[config.mk]
export PLATFORM = sky130hd
export DESIGN_NAME = soft_clocked_serial_shifter
export DESIGN_NICKNAME = d
export VERILOG_FILES = /design/src/soft_clocked_serial_shifter.v
export VERILOG_INCLUDE_DIRS = /design/src
export SDC_FILE = /design/constraint.sdc
export NUM_CORES = 1
export LEC_CHECK = 0
export BUFFER_PORTS_ARGS = -buffer_cell sky130_fd_sc_hd__buf_2
export CAP_MARGIN = 20
export CORE_MARGIN = 3
export CORE_UTILIZATION = 29
export CTS_BUF_LIST = sky130_fd_sc_hd__clkbuf_8
export DETAILED_ROUTE_END_ITERATION = 10
export SLEW_MARGIN = 10
export SYNTH_ARGS = -nofsm -noshare
export SYNTH_HDL_FRONTEND = slang
export SYNTH_HIERARCHICAL = 1
export SYNTH_SLANG_ARGS = --single-unit
[constraint.sdc]
create_clock -name clk_i -period 1.8 [get_ports clk_i]
set_input_delay 0.09 -clock clk_i [delete_from_list [all_inputs] [get_ports clk_i]]
set_output_delay 0.09 -clock clk_i [all_outputs]
set_load 0.1 [all_outputs]
[src/serial_shifter_map.vh]
// register map and field layout of the soft-clocked serial shifter
`ifndef SERIAL_SHIFTER_MAP_VH
`define SERIAL_SHIFTER_MAP_VH

// register indices; byte address is four times the index
`define IDX_SERIAL_IRQ_DISABLE_STROBE 12'h0c2
`define IDX_SERIAL_SHIFT_DATA         12'h0dd
`define IDX_PORT_CTRL                 12'h0de
`define IDX_LINE_STATUS               12'h0df

`define ADDR_WIDTH                    12
`define ADDR_SERIAL_IRQ_DISABLE_STROBE 12'h308
`define ADDR_SERIAL_SHIFT_DATA        12'h374
`define ADDR_PORT_CTRL                12'h378
`define ADDR_LINE_STATUS              12'h37c

// port control fields
`define PCTL_SCL_LEVEL                0
`define PCTL_SCL_PUSH_PULL            1
`define PCTL_SCL_OPEN_DRAIN           2
`define PCTL_SIN_PULL_LOW             3
`define PCTL_SOUT_OPEN_DRAIN          4
`define PCTL_WIDTH                    5
`define PCTL_RESET                    5'h01

// line status fields
`define STAT_SIN                      0
`define STAT_SCL                      1
`define STAT_CHIP_EN                  2
`define STAT_COUNT_DONE_OUTPUT        3
`define STAT_COUNT_LSB                4
`define STAT_COUNT_MSB                7

// reset values, and the read bit of the interrupt enable
`define SHIFT_RESET                   8'h00
`define COUNT_RESET                   4'h0
`define IRQ_DISABLE_READ_EN_BIT       0

`endif

[src/soft_clocked_serial_shifter.v]
// soft-clocked serial shifter with apb register access
//
// Register access over APB was chosen for this implementation.
`timescale 1ns/10ps
// Overview of operation
// - 8-bit shift register plus 4-bit counter of serial clock pulses.
// - bytes leave most significant bit first on the serial output.
// - shift register and counter advance on falling serial clock edges.
// - slave mode: clock pin is input, external party supplies pulses.
// - master mode: clock pin output, software toggles its port bit.
// - after eight pulses counter top bit goes high and stops clocking.
// - interrupt on eighth falling edge unless a data write resets first.
// - interrupt off after reset, on by data write, off by disable write.
// - interrupt request is a high-to-low transition.
// - reset or data write clears counter and re-enables clocking.
// - bits are accepted on clock pulses with no start condition.
// - interrupt means byte received or transmission finished.
// - software can pull data input low and hold clock for ack.
// - data input stays input; output is open-drain when used.
// - open-drain output mode connects shift register msb to the pin.
// - slave software stretches clock with open-drain low on clock pin.
// - start via data line port watch; stop found by polling lines.
// - data and clock pin levels are readable through the port.
// - a general pin acts as chip enable; tie data lines for three-wire.
// - leave interrupt disabled when unused; dummy write disables it.
`include "serial_shifter_map.vh"

module soft_clocked_serial_shifter #(
	parameter DATA_WIDTH  = 8,
	parameter COUNT_WIDTH = 4
) (
	input  wire                   clk_i,
	input  wire                   reset_i,
	input  wire                   ce_i,
	// apb slave
	input  wire                   psel_i,
	input  wire                   penable_i,
	input  wire                   pwrite_i,
	input  wire [`ADDR_WIDTH-1:0] paddr_i,
	input  wire [31:0]            pwdata_i,
	output wire [31:0]            prdata_o,
	output wire                   pready_o,
	output wire                   pslverr_o,
	// serial clock pin
	input  wire                   scl_i,
	output wire                   scl_o,
	output wire                   scl_oe_o,
	// serial data input pin
	input  wire                   sin_i,
	output wire                   sin_o,
	output wire                   sin_oe_o,
	// serial data output pin, open-drain
	output wire                   sout_o,
	output wire                   sout_oe_o,
	// general pin used as chip enable
	input  wire                   chip_en_i,
	// interrupt request, falling edge
	output wire                   irq_n_o
);

	// synchronised pin levels, taken from the second stage
	wire                   scl_sync_r;
	wire                   sin_sync_r;
	wire                   cs_sync_r;
	reg                    scl_prev_r;

	// shifter state
	reg  [DATA_WIDTH-1:0]  shift_r;
	reg  [DATA_WIDTH-1:0]  shift_nxt;
	reg  [COUNT_WIDTH-1:0] count_r;
	reg  [COUNT_WIDTH-1:0] count_nxt;
	reg                    irq_en_r;
	reg                    irq_en_nxt;
	reg                    irq_n_r;
	reg                    irq_n_nxt;

	// port control and pin drivers
	reg  [`PCTL_WIDTH-1:0] pctl_r;
	reg                    scl_oe_r;
	reg                    scl_out_r;
	reg                    sin_oe_r;
	reg                    sout_oe_r;
	reg                    scl_oe_nxt;
	reg                    scl_out_nxt;
	reg                    sin_oe_nxt;
	reg                    sout_oe_nxt;

	// apb answer
	reg  [31:0]            prdata_r;
	reg                    pready_r;
	reg                    pslverr_r;
	reg  [31:0]            prdata_nxt;
	reg                    pready_nxt;
	reg                    pslverr_nxt;

	wire                   count_done_output;
	wire                   scl_fall;
	wire                   shift_edge;
	wire                   last_edge;
	wire                   apb_access;
	wire                   apb_done;
	wire                   wr_shift;
	wire                   wr_disable;
	wire                   wr_pctl;
	reg  [31:0]            rdata_nxt;
	reg                    addr_hit;

	// top counter bit high marks eight pulses taken
	assign count_done_output = ~count_r[COUNT_WIDTH-1];
	assign scl_fall          = scl_prev_r & ~scl_sync_r;
	assign shift_edge        = scl_fall & count_done_output;
	assign last_edge         = shift_edge &
		(count_r == {1'b0, {(COUNT_WIDTH-1){1'b1}}});

	// apb: one wait state, request taken when pready is seen high
	assign apb_access = psel_i & penable_i;
	assign apb_done   = apb_access & pready_r;
	assign wr_shift   = apb_done & pwrite_i &
		(paddr_i == `ADDR_SERIAL_SHIFT_DATA);
	assign wr_disable = apb_done & pwrite_i &
		(paddr_i == `ADDR_SERIAL_IRQ_DISABLE_STROBE);
	assign wr_pctl    = apb_done & pwrite_i &
		(paddr_i == `ADDR_PORT_CTRL);

	// pins are asynchronous to clk_i; second stage alone feeds logic
	// released lines idle high, so syncs reset high: no false edge
	serial_pin_sync #(
		.RESET_LEVEL (1'b1)
	) u_scl_sync (
		.clk_i   (clk_i),
		.reset_i (reset_i),
		.ce_i    (ce_i),
		.pin_i   (scl_i),
		.sync_o  (scl_sync_r)
	);

	serial_pin_sync #(
		.RESET_LEVEL (1'b1)
	) u_sin_sync (
		.clk_i   (clk_i),
		.reset_i (reset_i),
		.ce_i    (ce_i),
		.pin_i   (sin_i),
		.sync_o  (sin_sync_r)
	);

	serial_pin_sync #(
		.RESET_LEVEL (1'b1)
	) u_cs_sync (
		.clk_i   (clk_i),
		.reset_i (reset_i),
		.ce_i    (ce_i),
		.pin_i   (chip_en_i),
		.sync_o  (cs_sync_r)
	);

	// edge detector history, same reset level as the idle pin
	// limitation: clock levels under one clk period can be missed
	always @(posedge clk_i) begin
		if (reset_i) begin
			scl_prev_r <= 1'b1;
		end else if (ce_i) begin
			scl_prev_r <= scl_sync_r;
		end
	end

	// shifter and interrupt next state
	always @* begin
		shift_nxt  = shift_r;
		count_nxt  = count_r;
		irq_en_nxt = irq_en_r;
		irq_n_nxt  = irq_n_r;
		if (wr_shift) begin
			// data write beats a coincident clock edge
			shift_nxt  = pwdata_i[DATA_WIDTH-1:0];
			count_nxt  = `COUNT_RESET;
			irq_en_nxt = 1'b1;
			irq_n_nxt  = 1'b1;
		end else if (shift_edge) begin
			// no start condition: any enabled falling edge shifts
			shift_nxt = {shift_r[DATA_WIDTH-2:0], sin_sync_r};
			count_nxt = count_r + {{(COUNT_WIDTH-1){1'b0}}, 1'b1};
			if (last_edge && irq_en_r) begin
				// byte in or byte out, same event
				irq_n_nxt = 1'b0;
			end
		end
		if (wr_disable) begin
			irq_en_nxt = 1'b0;
			irq_n_nxt  = 1'b1;
		end
	end

	always @(posedge clk_i) begin
		if (reset_i) begin
			shift_r  <= `SHIFT_RESET;
			count_r  <= `COUNT_RESET;
			irq_en_r <= 1'b0;
			irq_n_r  <= 1'b1;
		end else if (ce_i) begin
			shift_r  <= shift_nxt;
			count_r  <= count_nxt;
			irq_en_r <= irq_en_nxt;
			irq_n_r  <= irq_n_nxt;
		end
	end

	// port control register
	always @(posedge clk_i) begin
		if (reset_i) begin
			pctl_r <= `PCTL_RESET;
		end else if (ce_i && wr_pctl) begin
			pctl_r <= pwdata_i[`PCTL_WIDTH-1:0];
		end
	end

	// pin driver next state
	always @* begin
		// master drives its own clock level from the port bit
		scl_out_nxt = pctl_r[`PCTL_SCL_LEVEL];
		// open-drain low holds the clock for stretching
		scl_oe_nxt  = pctl_r[`PCTL_SCL_PUSH_PULL] |
			(pctl_r[`PCTL_SCL_OPEN_DRAIN] &
			~pctl_r[`PCTL_SCL_LEVEL]);
		// data input only ever pulled low, for acknowledge
		sin_oe_nxt  = pctl_r[`PCTL_SIN_PULL_LOW];
		// open-drain mode hands the pin to the shifter msb,
		// so it cannot be used as plain open-drain io
		sout_oe_nxt = pctl_r[`PCTL_SOUT_OPEN_DRAIN] &
			~shift_nxt[DATA_WIDTH-1];
	end

	// pin drivers, registered so outputs come from flops
	always @(posedge clk_i) begin
		if (reset_i) begin
			scl_oe_r  <= 1'b0;
			scl_out_r <= 1'b1;
			sin_oe_r  <= 1'b0;
			sout_oe_r <= 1'b0;
		end else if (ce_i) begin
			scl_oe_r  <= scl_oe_nxt;
			scl_out_r <= scl_out_nxt;
			sin_oe_r  <= sin_oe_nxt;
			sout_oe_r <= sout_oe_nxt;
		end
	end

	assign scl_o     = scl_out_r;
	assign scl_oe_o  = scl_oe_r;
	assign sin_o     = 1'b0;
	assign sin_oe_o  = sin_oe_r;
	assign sout_o    = 1'b0;
	assign sout_oe_o = sout_oe_r;
	assign irq_n_o   = irq_n_r;

	// read mux
	always @* begin
		rdata_nxt = 32'h0000_0000;
		addr_hit  = 1'b1;
		case (paddr_i)
		`ADDR_SERIAL_SHIFT_DATA: begin
			rdata_nxt[DATA_WIDTH-1:0] = shift_r;
		end
		`ADDR_SERIAL_IRQ_DISABLE_STROBE: begin
			rdata_nxt[`IRQ_DISABLE_READ_EN_BIT] = irq_en_r;
		end
		`ADDR_PORT_CTRL: begin
			rdata_nxt[`PCTL_WIDTH-1:0] = pctl_r;
		end
		`ADDR_LINE_STATUS: begin
			// live pin levels let software check start, stop,
			// chip enable and arbitration mismatches
			rdata_nxt[`STAT_SIN]     = sin_sync_r;
			rdata_nxt[`STAT_SCL]     = scl_sync_r;
			rdata_nxt[`STAT_CHIP_EN] = cs_sync_r;
			rdata_nxt[`STAT_COUNT_DONE_OUTPUT] = count_done_output;
			rdata_nxt[`STAT_COUNT_MSB:`STAT_COUNT_LSB] = count_r;
		end
		default: begin
			addr_hit = 1'b0;
		end
		endcase
	end

	// one wait state keeps prdata registered at the answer edge
	always @* begin
		pready_nxt  = 1'b0;
		prdata_nxt  = 32'h0000_0000;
		pslverr_nxt = 1'b0;
		if (apb_access && !pready_r) begin
			// unmapped offsets answer with an error and no effect
			pready_nxt  = 1'b1;
			prdata_nxt  = pwrite_i ? 32'h0000_0000 : rdata_nxt;
			pslverr_nxt = ~addr_hit;
		end
	end

	// ce low stretches the wait state as well
	always @(posedge clk_i) begin
		if (reset_i) begin
			pready_r  <= 1'b0;
			prdata_r  <= 32'h0000_0000;
			pslverr_r <= 1'b0;
		end else if (ce_i) begin
			pready_r  <= pready_nxt;
			prdata_r  <= prdata_nxt;
			pslverr_r <= pslverr_nxt;
		end
	end

	assign prdata_o  = prdata_r;
	assign pready_o  = pready_r;
	assign pslverr_o = pslverr_r;

endmodule // soft_clocked_serial_shifter

// two-flop synchroniser for one asynchronous pin
module serial_pin_sync #(
	parameter RESET_LEVEL = 1'b1
) (
	input  wire clk_i,
	input  wire reset_i,
	input  wire ce_i,
	input  wire pin_i,
	output wire sync_o
);

	reg         meta_r;
	reg         sync_r;

	// reset level should match the idle level of the pin
	// only the second stage leaves this module
	always @(posedge clk_i) begin
		if (reset_i) begin
			meta_r <= RESET_LEVEL;
			sync_r <= RESET_LEVEL;
		end else if (ce_i) begin
			meta_r <= pin_i;
			sync_r <= meta_r;
		end
	end

	assign sync_o = sync_r;

endmodule // serial_pin_sync

==> results of run 1 <==
[layout by cell type, fill, tap and decap left out, drive strengths merged, types with 8 or more instances in the layout]
cell type | synthesis | layout
dfxtp | 40 | 40
nand2 | 21 | 21
buf | 29 | 66
a21oi | 15 | 15
nand3 | 10 | 10
conb | 1 | 26
nor2 | 14 | 14
a211o | 8 | 8
nor3 | 10 | 10
inv | 7 | 8
o21ai | 15 | 15
nor2b | 9 | 9
[routing by layer]
layer / vias to the layer above / global-route usage [%]
met2: 81 / 21.5
met4: 0 / 4.64
met1: 941 / 20.8
li1: 1020 / -
met3: 6 / 2.90
met5: - / 0
[Yosys cell counts, drive strengths merged, types with 4 or more instances]
master and n:
dfxtp 40, buf 29, nand2 21, a21oi 15
o21ai 15, nor2 14, clkbuf 11, nand3 10
nor3 10, nor2b 9, a211o 8, inv 7
a221o 6, and2 6, mux2i 5, a32oi 4
mux2 4
[final timing paths]
check / to / slack [ns] / depth (start not counted)
max: shift_r[5] / 0.17 / 4
min: u_cs_sync/meta_r / 0.005 / 2
max reg2reg: shift_r[5] / 0.17 / 4
min reg2reg: u_cs_sync/sync_o / 0.46 / 1
[cells by family (layout without fill, tap and decap cells)]
family / count (synthesis) / after routing / share of synthesized area (%)
AO/OA/AOI/OAI: 69 / 69 / 22.3
XOR/XNOR: 1 / 1 / 0.398
adder cells (fa/ha/maj): 1 / 1 / 0.568
buffers and inverters: 47 / 82 / 13.0
flip-flops: 40 / 40 / 36.3
multiplexers: 9 / 9 / 4.32
other: 1 / 26 / 0.170
AND/OR/NAND/NOR: 89 / 89 / 22.9
[flip-flops by register name, indices dropped and copies added (netlist names), 4 cells and up]
| signal | count |
|---|---|
| prdata_o | 8 |
| pctl_r | 5 |
| count_r | 4 |
| shift_r | 8 |
[stage by stage]
step | cell area (um^2) | power, mW | setup WS, ns
global route | 2660 | 2.01 | 0.0749
detailed placement | 2560 | 1.38 | 0.0419
global placement | 2560 | 1.38 | 0.0543
CTS | 2660 | 1.96 | 0.176
finish | 2660 | 1.94 | 0.173
floorplan | 2310 | 1.33 | 0.154
[layout make-up]
class | instances | area share, %
Clock buffer | 5 | 2.59
Clock inverter | 2 | 0.330
Inverter | 7 | 0.990
Multi-Input combinational cell | 195 | 45.8
Sequential cell | 40 | 30.3
Tap cell | 99 | 4.67
Timing Repair Buffer | 68 | 15.4
[critical path: cells and delay by family, from the launching register on]
family / cells / cell delay, ns
AO/OA/AOI/OAI: 2 / 0.43
flip-flops: 1 / 0.36
AND/OR/NAND/NOR: 2 / 0.74
[power by group]
| group | switching, mW | internal [mW] | total (mW) | leakage [nW] |
|---|---|---|---|---|
| sequential | 0.0143 | 0.902 | 0.916 | 0.326 |
| clock | 0.311 | 0.258 | 0.569 | 0.0452 |
| combinational | 0.367 | 0.0845 | 0.451 | 0.719 |
| total | 0.692 | 1.24 | 1.94 | 1.09 |
==> metrics.cfg, run 1 <==
[min_path]
min_from=chip_en_i
hold_path_class=primary input to flip-flop

[critical_path]
cp_slowest_cell=or3b_2
cp_max_fo=16
cp.arrival_ns=1.81
cp_slowest_stage_delay_ns=0.62
required_ns=1.99
path_cells=or3b_2 -> nand2_1 -> o21ai_0 -> a221o_1
worstSetupPathType=flip-flop to flip-flop
startpoint_type=flip-flop
crit_path_start=u_scl_sync/sync_o
r2r-start=u_scl_sync/sync_o
end_kind=flip-flop

[clock_tree]
postCtsHoldBufs=2
post_cts_resized=0
cts.clk_slew.worst_paths_ns=0.08
htreeDepth=2
clock_latency_ns=0.29
root_buffer=clkbuf_8
numCtsBuffers=5
cts.sinks=40
cts_tree=yes
cts.path.max_buffers=2
post_cts_buffers=0

[detailed_routing]
drc_errors=0
highest_layer=met4
viasPerCell=4.92
wl_met1_um=2840
dr.pass1.iters=4
routedWlPerCell_um=14.4
vias=2048
drtIter0Drc=242
met3WireLength_um=430
dr_wl_met2_um=2660
drtAntennaViolNets=0
wirelength_um=5970

[timing]
setup_violations=0
period_minus_slack_ns=1.63
timing.final.crit_share_pct=90.4
hold_violations=0
tns_ns=0
worstMarginPinSlew_ns=0.698
finalMaxSlewViolations=0
grt_setup_unrepaired=no
skew_ns=0.00631
maxSlewHeadroom_pct=53.5
whs_ns=0.00547
fmax_mhz=615

[global_route]
overflow=0
grt_max_degree=17
grt_pass1_wl_um=9950
grt_pass1_vias=1906
antenna_found_initial=0
grt_use_total_pct=14.4

[logic_synthesis]
synth_top_cell_by_area=dfxtp_1
async_flop_share_pct=0
syn_area_per_cell_um2=8.57
ys_types=51
syn-cell-area_um2=2200
syn_inst=257
synth_seq_cells=40
seq_area_frac_synth_pct=36.3
ys.flop_type=dfxtp_1
yosysWarnings=6
synth_top_area_share_pct=36.3
synth_edf_count=0
synth_area_leaders=dfxtp_1, buf_4, nand2_1

[die]
coreArea_um2=7330
core.rowCount=31
start_util_pct=30.1
die-area_um2=8680
die-height_um=93.2
die_x_um=93.2
pin_count=94

[power]
leakagePower_nw=1.09
p_per_area_nw_per_um2=729
ir_drop_mv=0.470

[final_layout]
nets=371
finalNonFillerCells=416
final_util_pct=36.2
syn2layout_area_growth_pct=20.5
multiInputGateArea_um2=1210
layout-drive-gt1-share_pct=26.5
fillers=773
register_area_um2=805
antenna_cells=0

[run_status]
status=complete, no violations

[job]
drv_cap=0

[placement]
portBuffers=43
globalplace.congestion=0.879
place_hpwl_um=4570
dp.cells=407

Power figures use the tool's default switching activity.
==> run 2, diff against run 1 <==
--- a/config.mk
+++ b/config.mk
@@ -12,6 +12,8 @@
 export CORE_UTILIZATION = 29
 export CTS_BUF_LIST = sky130_fd_sc_hd__clkbuf_8
 export DETAILED_ROUTE_END_ITERATION = 10
+export PLACE_DENSITY = 0.66
+export RECOVER_POWER = 100
 export SLEW_MARGIN = 10
 export SYNTH_ARGS = -nofsm -noshare
 export SYNTH_HDL_FRONTEND = slang
==> run 2 against run 1 <==
  * Sequential power is essentially flat
  * First-iteration DRC count is 26% lower
  * Die area stayed put
  * Largest cell class unchanged
==> metrics.cfg, run 2 (synthesis gave the netlist of run 1 again) <==
[global_route]
antenna_found_initial=0
grt_pass1_vias=1925
grt_max_degree=37
overflow=0
grt_use_total_pct=13.9
grt_pass1_wl_um=9470

[final_layout]
antenna_cells=0
final_util_pct=35.5
layout-drive-gt1-share_pct=22.7
nets=362
layout_commonest_cell=dfxtp_1
multiInputGateArea_um2=1210
register_area_um2=801
syn2layout_area_growth_pct=18.1
fillers=759
final_cell_mix=dfxtp_1, buf_2, conb_1

[timing]
skew_ns=0.00135
fin_ws_ns=0.151
period_minus_slack_ns=1.65
setup_violations=0
timing.final.crit_share_pct=91.6
fmax_mhz=606
hold_violations=0
tns_ns=0
finalMaxSlewViolations=0
maxSlewHeadroom_pct=56.7
worstMarginPinSlew_ns=0.650
whs_ns=0.0259
grt_setup_unrepaired=no

[critical_path]
startpoint_type=flip-flop
worstSetupPathType=flip-flop to flip-flop
required_ns=1.99
end_kind=flip-flop
cp_slowest_stage_delay_ns=0.62
path_buf_inv=0
cpLargestDelayFamily=simple AND/OR/NAND/NOR gates
cp_max_fo=16
path_cells=or3b_2 -> nand2_1 -> o21ai_0 -> a221o_1
cp.arrival_ns=1.83
cp_slowest_cell=or3b_2

[detailed_routing]
dr_wl_met2_um=2560
vias=2014
highest_layer=met4
wirelength_um=5890
dr.pass1.iters=4
viasPerCell=4.94
drc_errors=0
met3WireLength_um=511
wl_met1_um=2700
routedWlPerCell_um=14.4
drtAntennaViolNets=0
drtIter0Drc=180

[clock_tree]
clock_latency_ns=0.30
post_cts_resized=0
root_buffer=clkbuf_8
htreeDepth=2
cts.path.max_buffers=2
cts.clk_slew.worst_paths_ns=0.07
cts_tree=yes
cts.sinks=40
numCtsBuffers=5

[power]
seq_power_share_pct=46.4
p_sw_mw=0.690
pwr-share-clk_pct=31.1
comb_power_share_pct=22.5
p_per_area_nw_per_um2=759
internal_power_mw=1.28
switching_share_pct=35.0
ir_drop_mv=0.378
leakagePower_nw=1.04

[die]
die_x_um=93.2
pin_count=94
die-height_um=93.2
coreArea_um2=7330
core.rowCount=31
die-area_um2=8680
start_util_pct=30.1

[placement]
portBuffers=43
globalplace.congestion=0.866
pre_cts_slack_ns=0.0378
place_hpwl_um=4430

[job]
drv_cap=0

[min_path]
hold_path_class=primary input to flip-flop

[run_status]
status=complete, no violations

[run 2: changes by cell type in the layout (fill, tap and decap cells not counted), sizes merged]
cell	change
clkinv	-1
dlygate4sd3	+1
inv	+1
clkbuf	+18
buf	-27
[run 2: worst paths after layout]
check | startpoint | end | slack, ns | depth (start not counted)
setup / recovery | u_scl_sync/sync_o | shift_r[5] | 0.15 | 4
hold / removal | pwdata_i[6] | shift_r[6] | 0.03 | 2
setup reg to reg | u_scl_sync/sync_o | shift_r[5] | 0.15 | 4
hold reg to reg | u_sin_sync/meta_r | u_sin_sync/sync_o | 0.46 | 1
[run 2: cell type report]
type | instances | share of cell area [%]
Clock buffer | 6 | 3.17
Clock inverter | 2 | 0.289
Inverter | 7 | 1.01
Multi-Input combinational cell | 195 | 46.5
Sequential cell | 40 | 30.8
Tap cell | 99 | 4.76
Timing Repair Buffer | 59 | 13.5
[run 2: per-stage QoR]
step,instance area (um^2),std cells,power [mW]
5_1_grt,2600,408,2.05
4_1_cts,2620,408,1.99
6_report,2600,408,1.97
3_5_place_dp,2490,397,1.37
2_1_floorplan,2310,282,1.33
3_3_place_gp,2490,397,1.37
[run 2: power by group through the flow]
stage | sequential, mW | clock, mW | combinational [mW]
final | 0.916 | 0.614 | 0.443
after global routing | 0.919 | 0.667 | 0.466
after CTS | 0.915 | 0.630 | 0.443
after detailed placement | 0.935 | 0 | 0.437
after global placement | 0.935 | 0 | 0.436
after floorplan | 0.959 | 0 | 0.375
[run 2: what timing repair did]
action                    in CTS  in global routing
hold buffers                   3                  0
buffers inserted               0                  0
hold endpoints to repair       3                  0
[run 2: metal layers]
metal / vias up / track usage [%]
met5: - / 0
met4: 0 / 6.23
met3: 12 / 3.70
met2: 85 / 19.7
met1: 916 / 19.5
li1: 1001 / -
==> run 3, diff against run 2 <==
--- a/config.mk
+++ b/config.mk
@@ -6,12 +6,13 @@
 export SDC_FILE = /design/constraint.sdc
 export NUM_CORES = 1
 export LEC_CHECK = 0
-export BUFFER_PORTS_ARGS = -buffer_cell sky130_fd_sc_hd__buf_2
+export BUFFER_PORTS_ARGS = -buffer_cell sky130_fd_sc_hd__buf_4
 export CAP_MARGIN = 20
 export CORE_MARGIN = 3
 export CORE_UTILIZATION = 29
 export CTS_BUF_LIST = sky130_fd_sc_hd__clkbuf_8
 export DETAILED_ROUTE_END_ITERATION = 10
+export MAX_ROUTING_LAYER = met4
 export PLACE_DENSITY = 0.66
 export RECOVER_POWER = 100
 export SLEW_MARGIN = 10
==> run 3 against run 2 <==
  * Non-clock buffer count down 3
  * Power increased by 6.4%
  * Via count up 0.50%
  * Critical path type unchanged
  * Final cell count down 0.74%
  * Cell area grew 1.8%
  * Count of clock-buffer cells in the layout down 1
  * Sequential share of layout area down 0.55 points
  * Worst setup slack improved by 0.014 ns
  * Sequential power barely moved
  * Largest power group unchanged
  * Global-route usage up 0.061 points
  * Utilization is 0.65 points higher
  * Fmax is 0.85% higher
==> metrics.cfg, run 3 (synthesis gave the netlist of run 1 again) <==
[critical_path]
reg2reg_depth=4
r2r-start=u_scl_sync/sync_o
worstSetupPathType=flip-flop to flip-flop
cp_max_fo=16
cp_slowest_cell=or3b_2
required_ns=2.00
r2r-end=shift_r[5]
cp.arrival_ns=1.83
startpoint_type=flip-flop
rrSetupSlack_ns=0.17
path_cells=or3b_2 -> nand2_1 -> o21ai_0 -> a221o_1
cp_slowest_stage_delay_ns=0.63
end_kind=flip-flop

[clock_tree]
htreeDepth=2
cts.sinks=40
numCtsBuffers=5
clock_latency_ns=0.30
cts.clk_slew.worst_paths_ns=0.08
post_cts_buffers=0
cts.path.max_buffers=2
cts_tree=yes
root_buffer=clkbuf_8

[timing]
hold_violations=0
worstMarginPinSlew_ns=0.637
finalMaxSlewViolations=0
maxSlewHeadroom_pct=57.5
tns_ns=0
skew_ns=0.0140
setup_violations=0
timing.final.crit_share_pct=90.8
grt_setup_unrepaired=no
fmax_mhz=612
period_minus_slack_ns=1.63
whs_ns=0.00515
fin_ws_ns=0.165

[final_layout]
register_area_um2=801
layout_commonest_cell=dfxtp_1
final_cell_mix=dfxtp_1, buf_4, conb_1
antenna_cells=0
finalNonFillerCells=405
nets=359
postLayoutCellArea_um2=2650
layout-drive-gt1-share_pct=22.2
fillers=762
syn2layout_area_growth_pct=20.2
multiInputGateArea_um2=1210

[die]
pin_count=94
die_x_um=93.2
die-area_um2=8680
core.rowCount=31
start_util_pct=30.1
coreArea_um2=7330
die-height_um=93.2

[min_path]
whs_endpoint=shift_r[6]
hold_path_class=primary input to flip-flop
min_from=pwdata_i[6]
worstHoldPathCells=2

[placement]
portBuffers=43
place_area_um2=2570
dp.cells=394
pre_cts_slack_ns=0.0185
place_hpwl_um=4330
globalplace.congestion=0.921

[job]
drv_cap=0

[global_route]
grt_pass1_wl_um=9340
antenna_found_initial=0
grt_use_total_pct=13.9
grt_max_degree=36
overflow=0
grt_pass1_vias=1870

[power]
leakagePower_nw=1.05
ir_drop_mv=0.459
p_per_area_nw_per_um2=793

[detailed_routing]
vias=2024
dr.pass1.iters=5
drc_errors=0
wirelength_um=5840
drtAntennaViolNets=0
drtIter0Drc=212
routedWlPerCell_um=14.4
viasPerCell=5.00

[run_status]
status=complete, no violations

-- run 3: cell count changes in the layout (fill, tap and decap cells not counted) --
cell,change
clkbuf_2,+1
inv_1,-1
clkbuf_8,-1
and2_0,+1
bufinv_16,+1
buf_2,-27
buf_12,-1
buf_4,+21
clkbuf_4,+3
and2_1,-1
clkinv_2,+1
-- run 3: report_power, final --
| part | switching [mW] | internal (mW) | total [mW] |
|---|---|---|---|
| Sequential | 0.0133 | 0.903 | 0.916 |
| Combinational | 0.362 | 0.0897 | 0.452 |
| Clock | 0.327 | 0.406 | 0.733 |
| Total | 0.702 | 1.40 | 2.10 |
-- run 3: final cells by class --
cell class | instances | area share [%]
inverter | 7 | 0.992
timing repair buffer | 56 | 14.4
sequential | 40 | 30.2
clock buffer | 5 | 2.60
multi-input combinational | 195 | 45.7
tap | 99 | 4.68
clock inverter | 3 | 1.46
-- run 3: critical path, delay by kind of cell, from the launching register on --
kind               cells  cell delay (ns)
and+or+nand+nor        2             0.74
DFF                    1             0.36
AOI/OAI and AO/OA      2             0.43
-- run 3: how the worst max path moves through the flow --
stage                 end  cells past startpoint  slack (ns)               from
5_1_grt         pctl_r[2]                      5        0.08           pready_o
3_3_place_gp   shift_r[6]                      5        0.04         paddr_i[1]
6_report       shift_r[5]                      4        0.17  u_scl_sync/sync_o
3_5_place_dp   shift_r[1]                      5        0.02         paddr_i[1]
2_1_floorplan  shift_r[2]                      6        0.15         count_r[3]
4_1_cts        shift_r[5]                      4        0.16  u_scl_sync/sync_o
-- run 3: repair_timing --
| item | CTS | global route |
|---|---|---|
| resized for setup | 0 | 0 |
| setup endpoints to repair | 0 | 0 |
| hold buffers | 3 | 0 |
| hold endpoints to repair | 3 | 0 |
-- run 3: layer usage --
| metal | global-route usage (%) | vias to the layer above | wire length (um) | share of wire (%) |
|---|---|---|---|---|
| li1 | - | 993 | - | - |
| met1 | 19.4 | 929 | 2760 | 47 |
| met2 | 19.9 | 93 | 2530 | 43 |
| met3 | 3.06 | 9 | 468 | 8.0 |
| met4 | 4.76 | 0 | 84 | 1.4 |
| met5 | - | - | 0 | 0 |
-- run 3: per-stage QoR --
stage               utilization, %  total power [mW]
floorplan                        -              1.33
global placement              35.0              1.38
detailed placement            35.0              1.38
CTS                           36.9              2.12
global route                  36.1              2.16
finish                        36.1              2.10
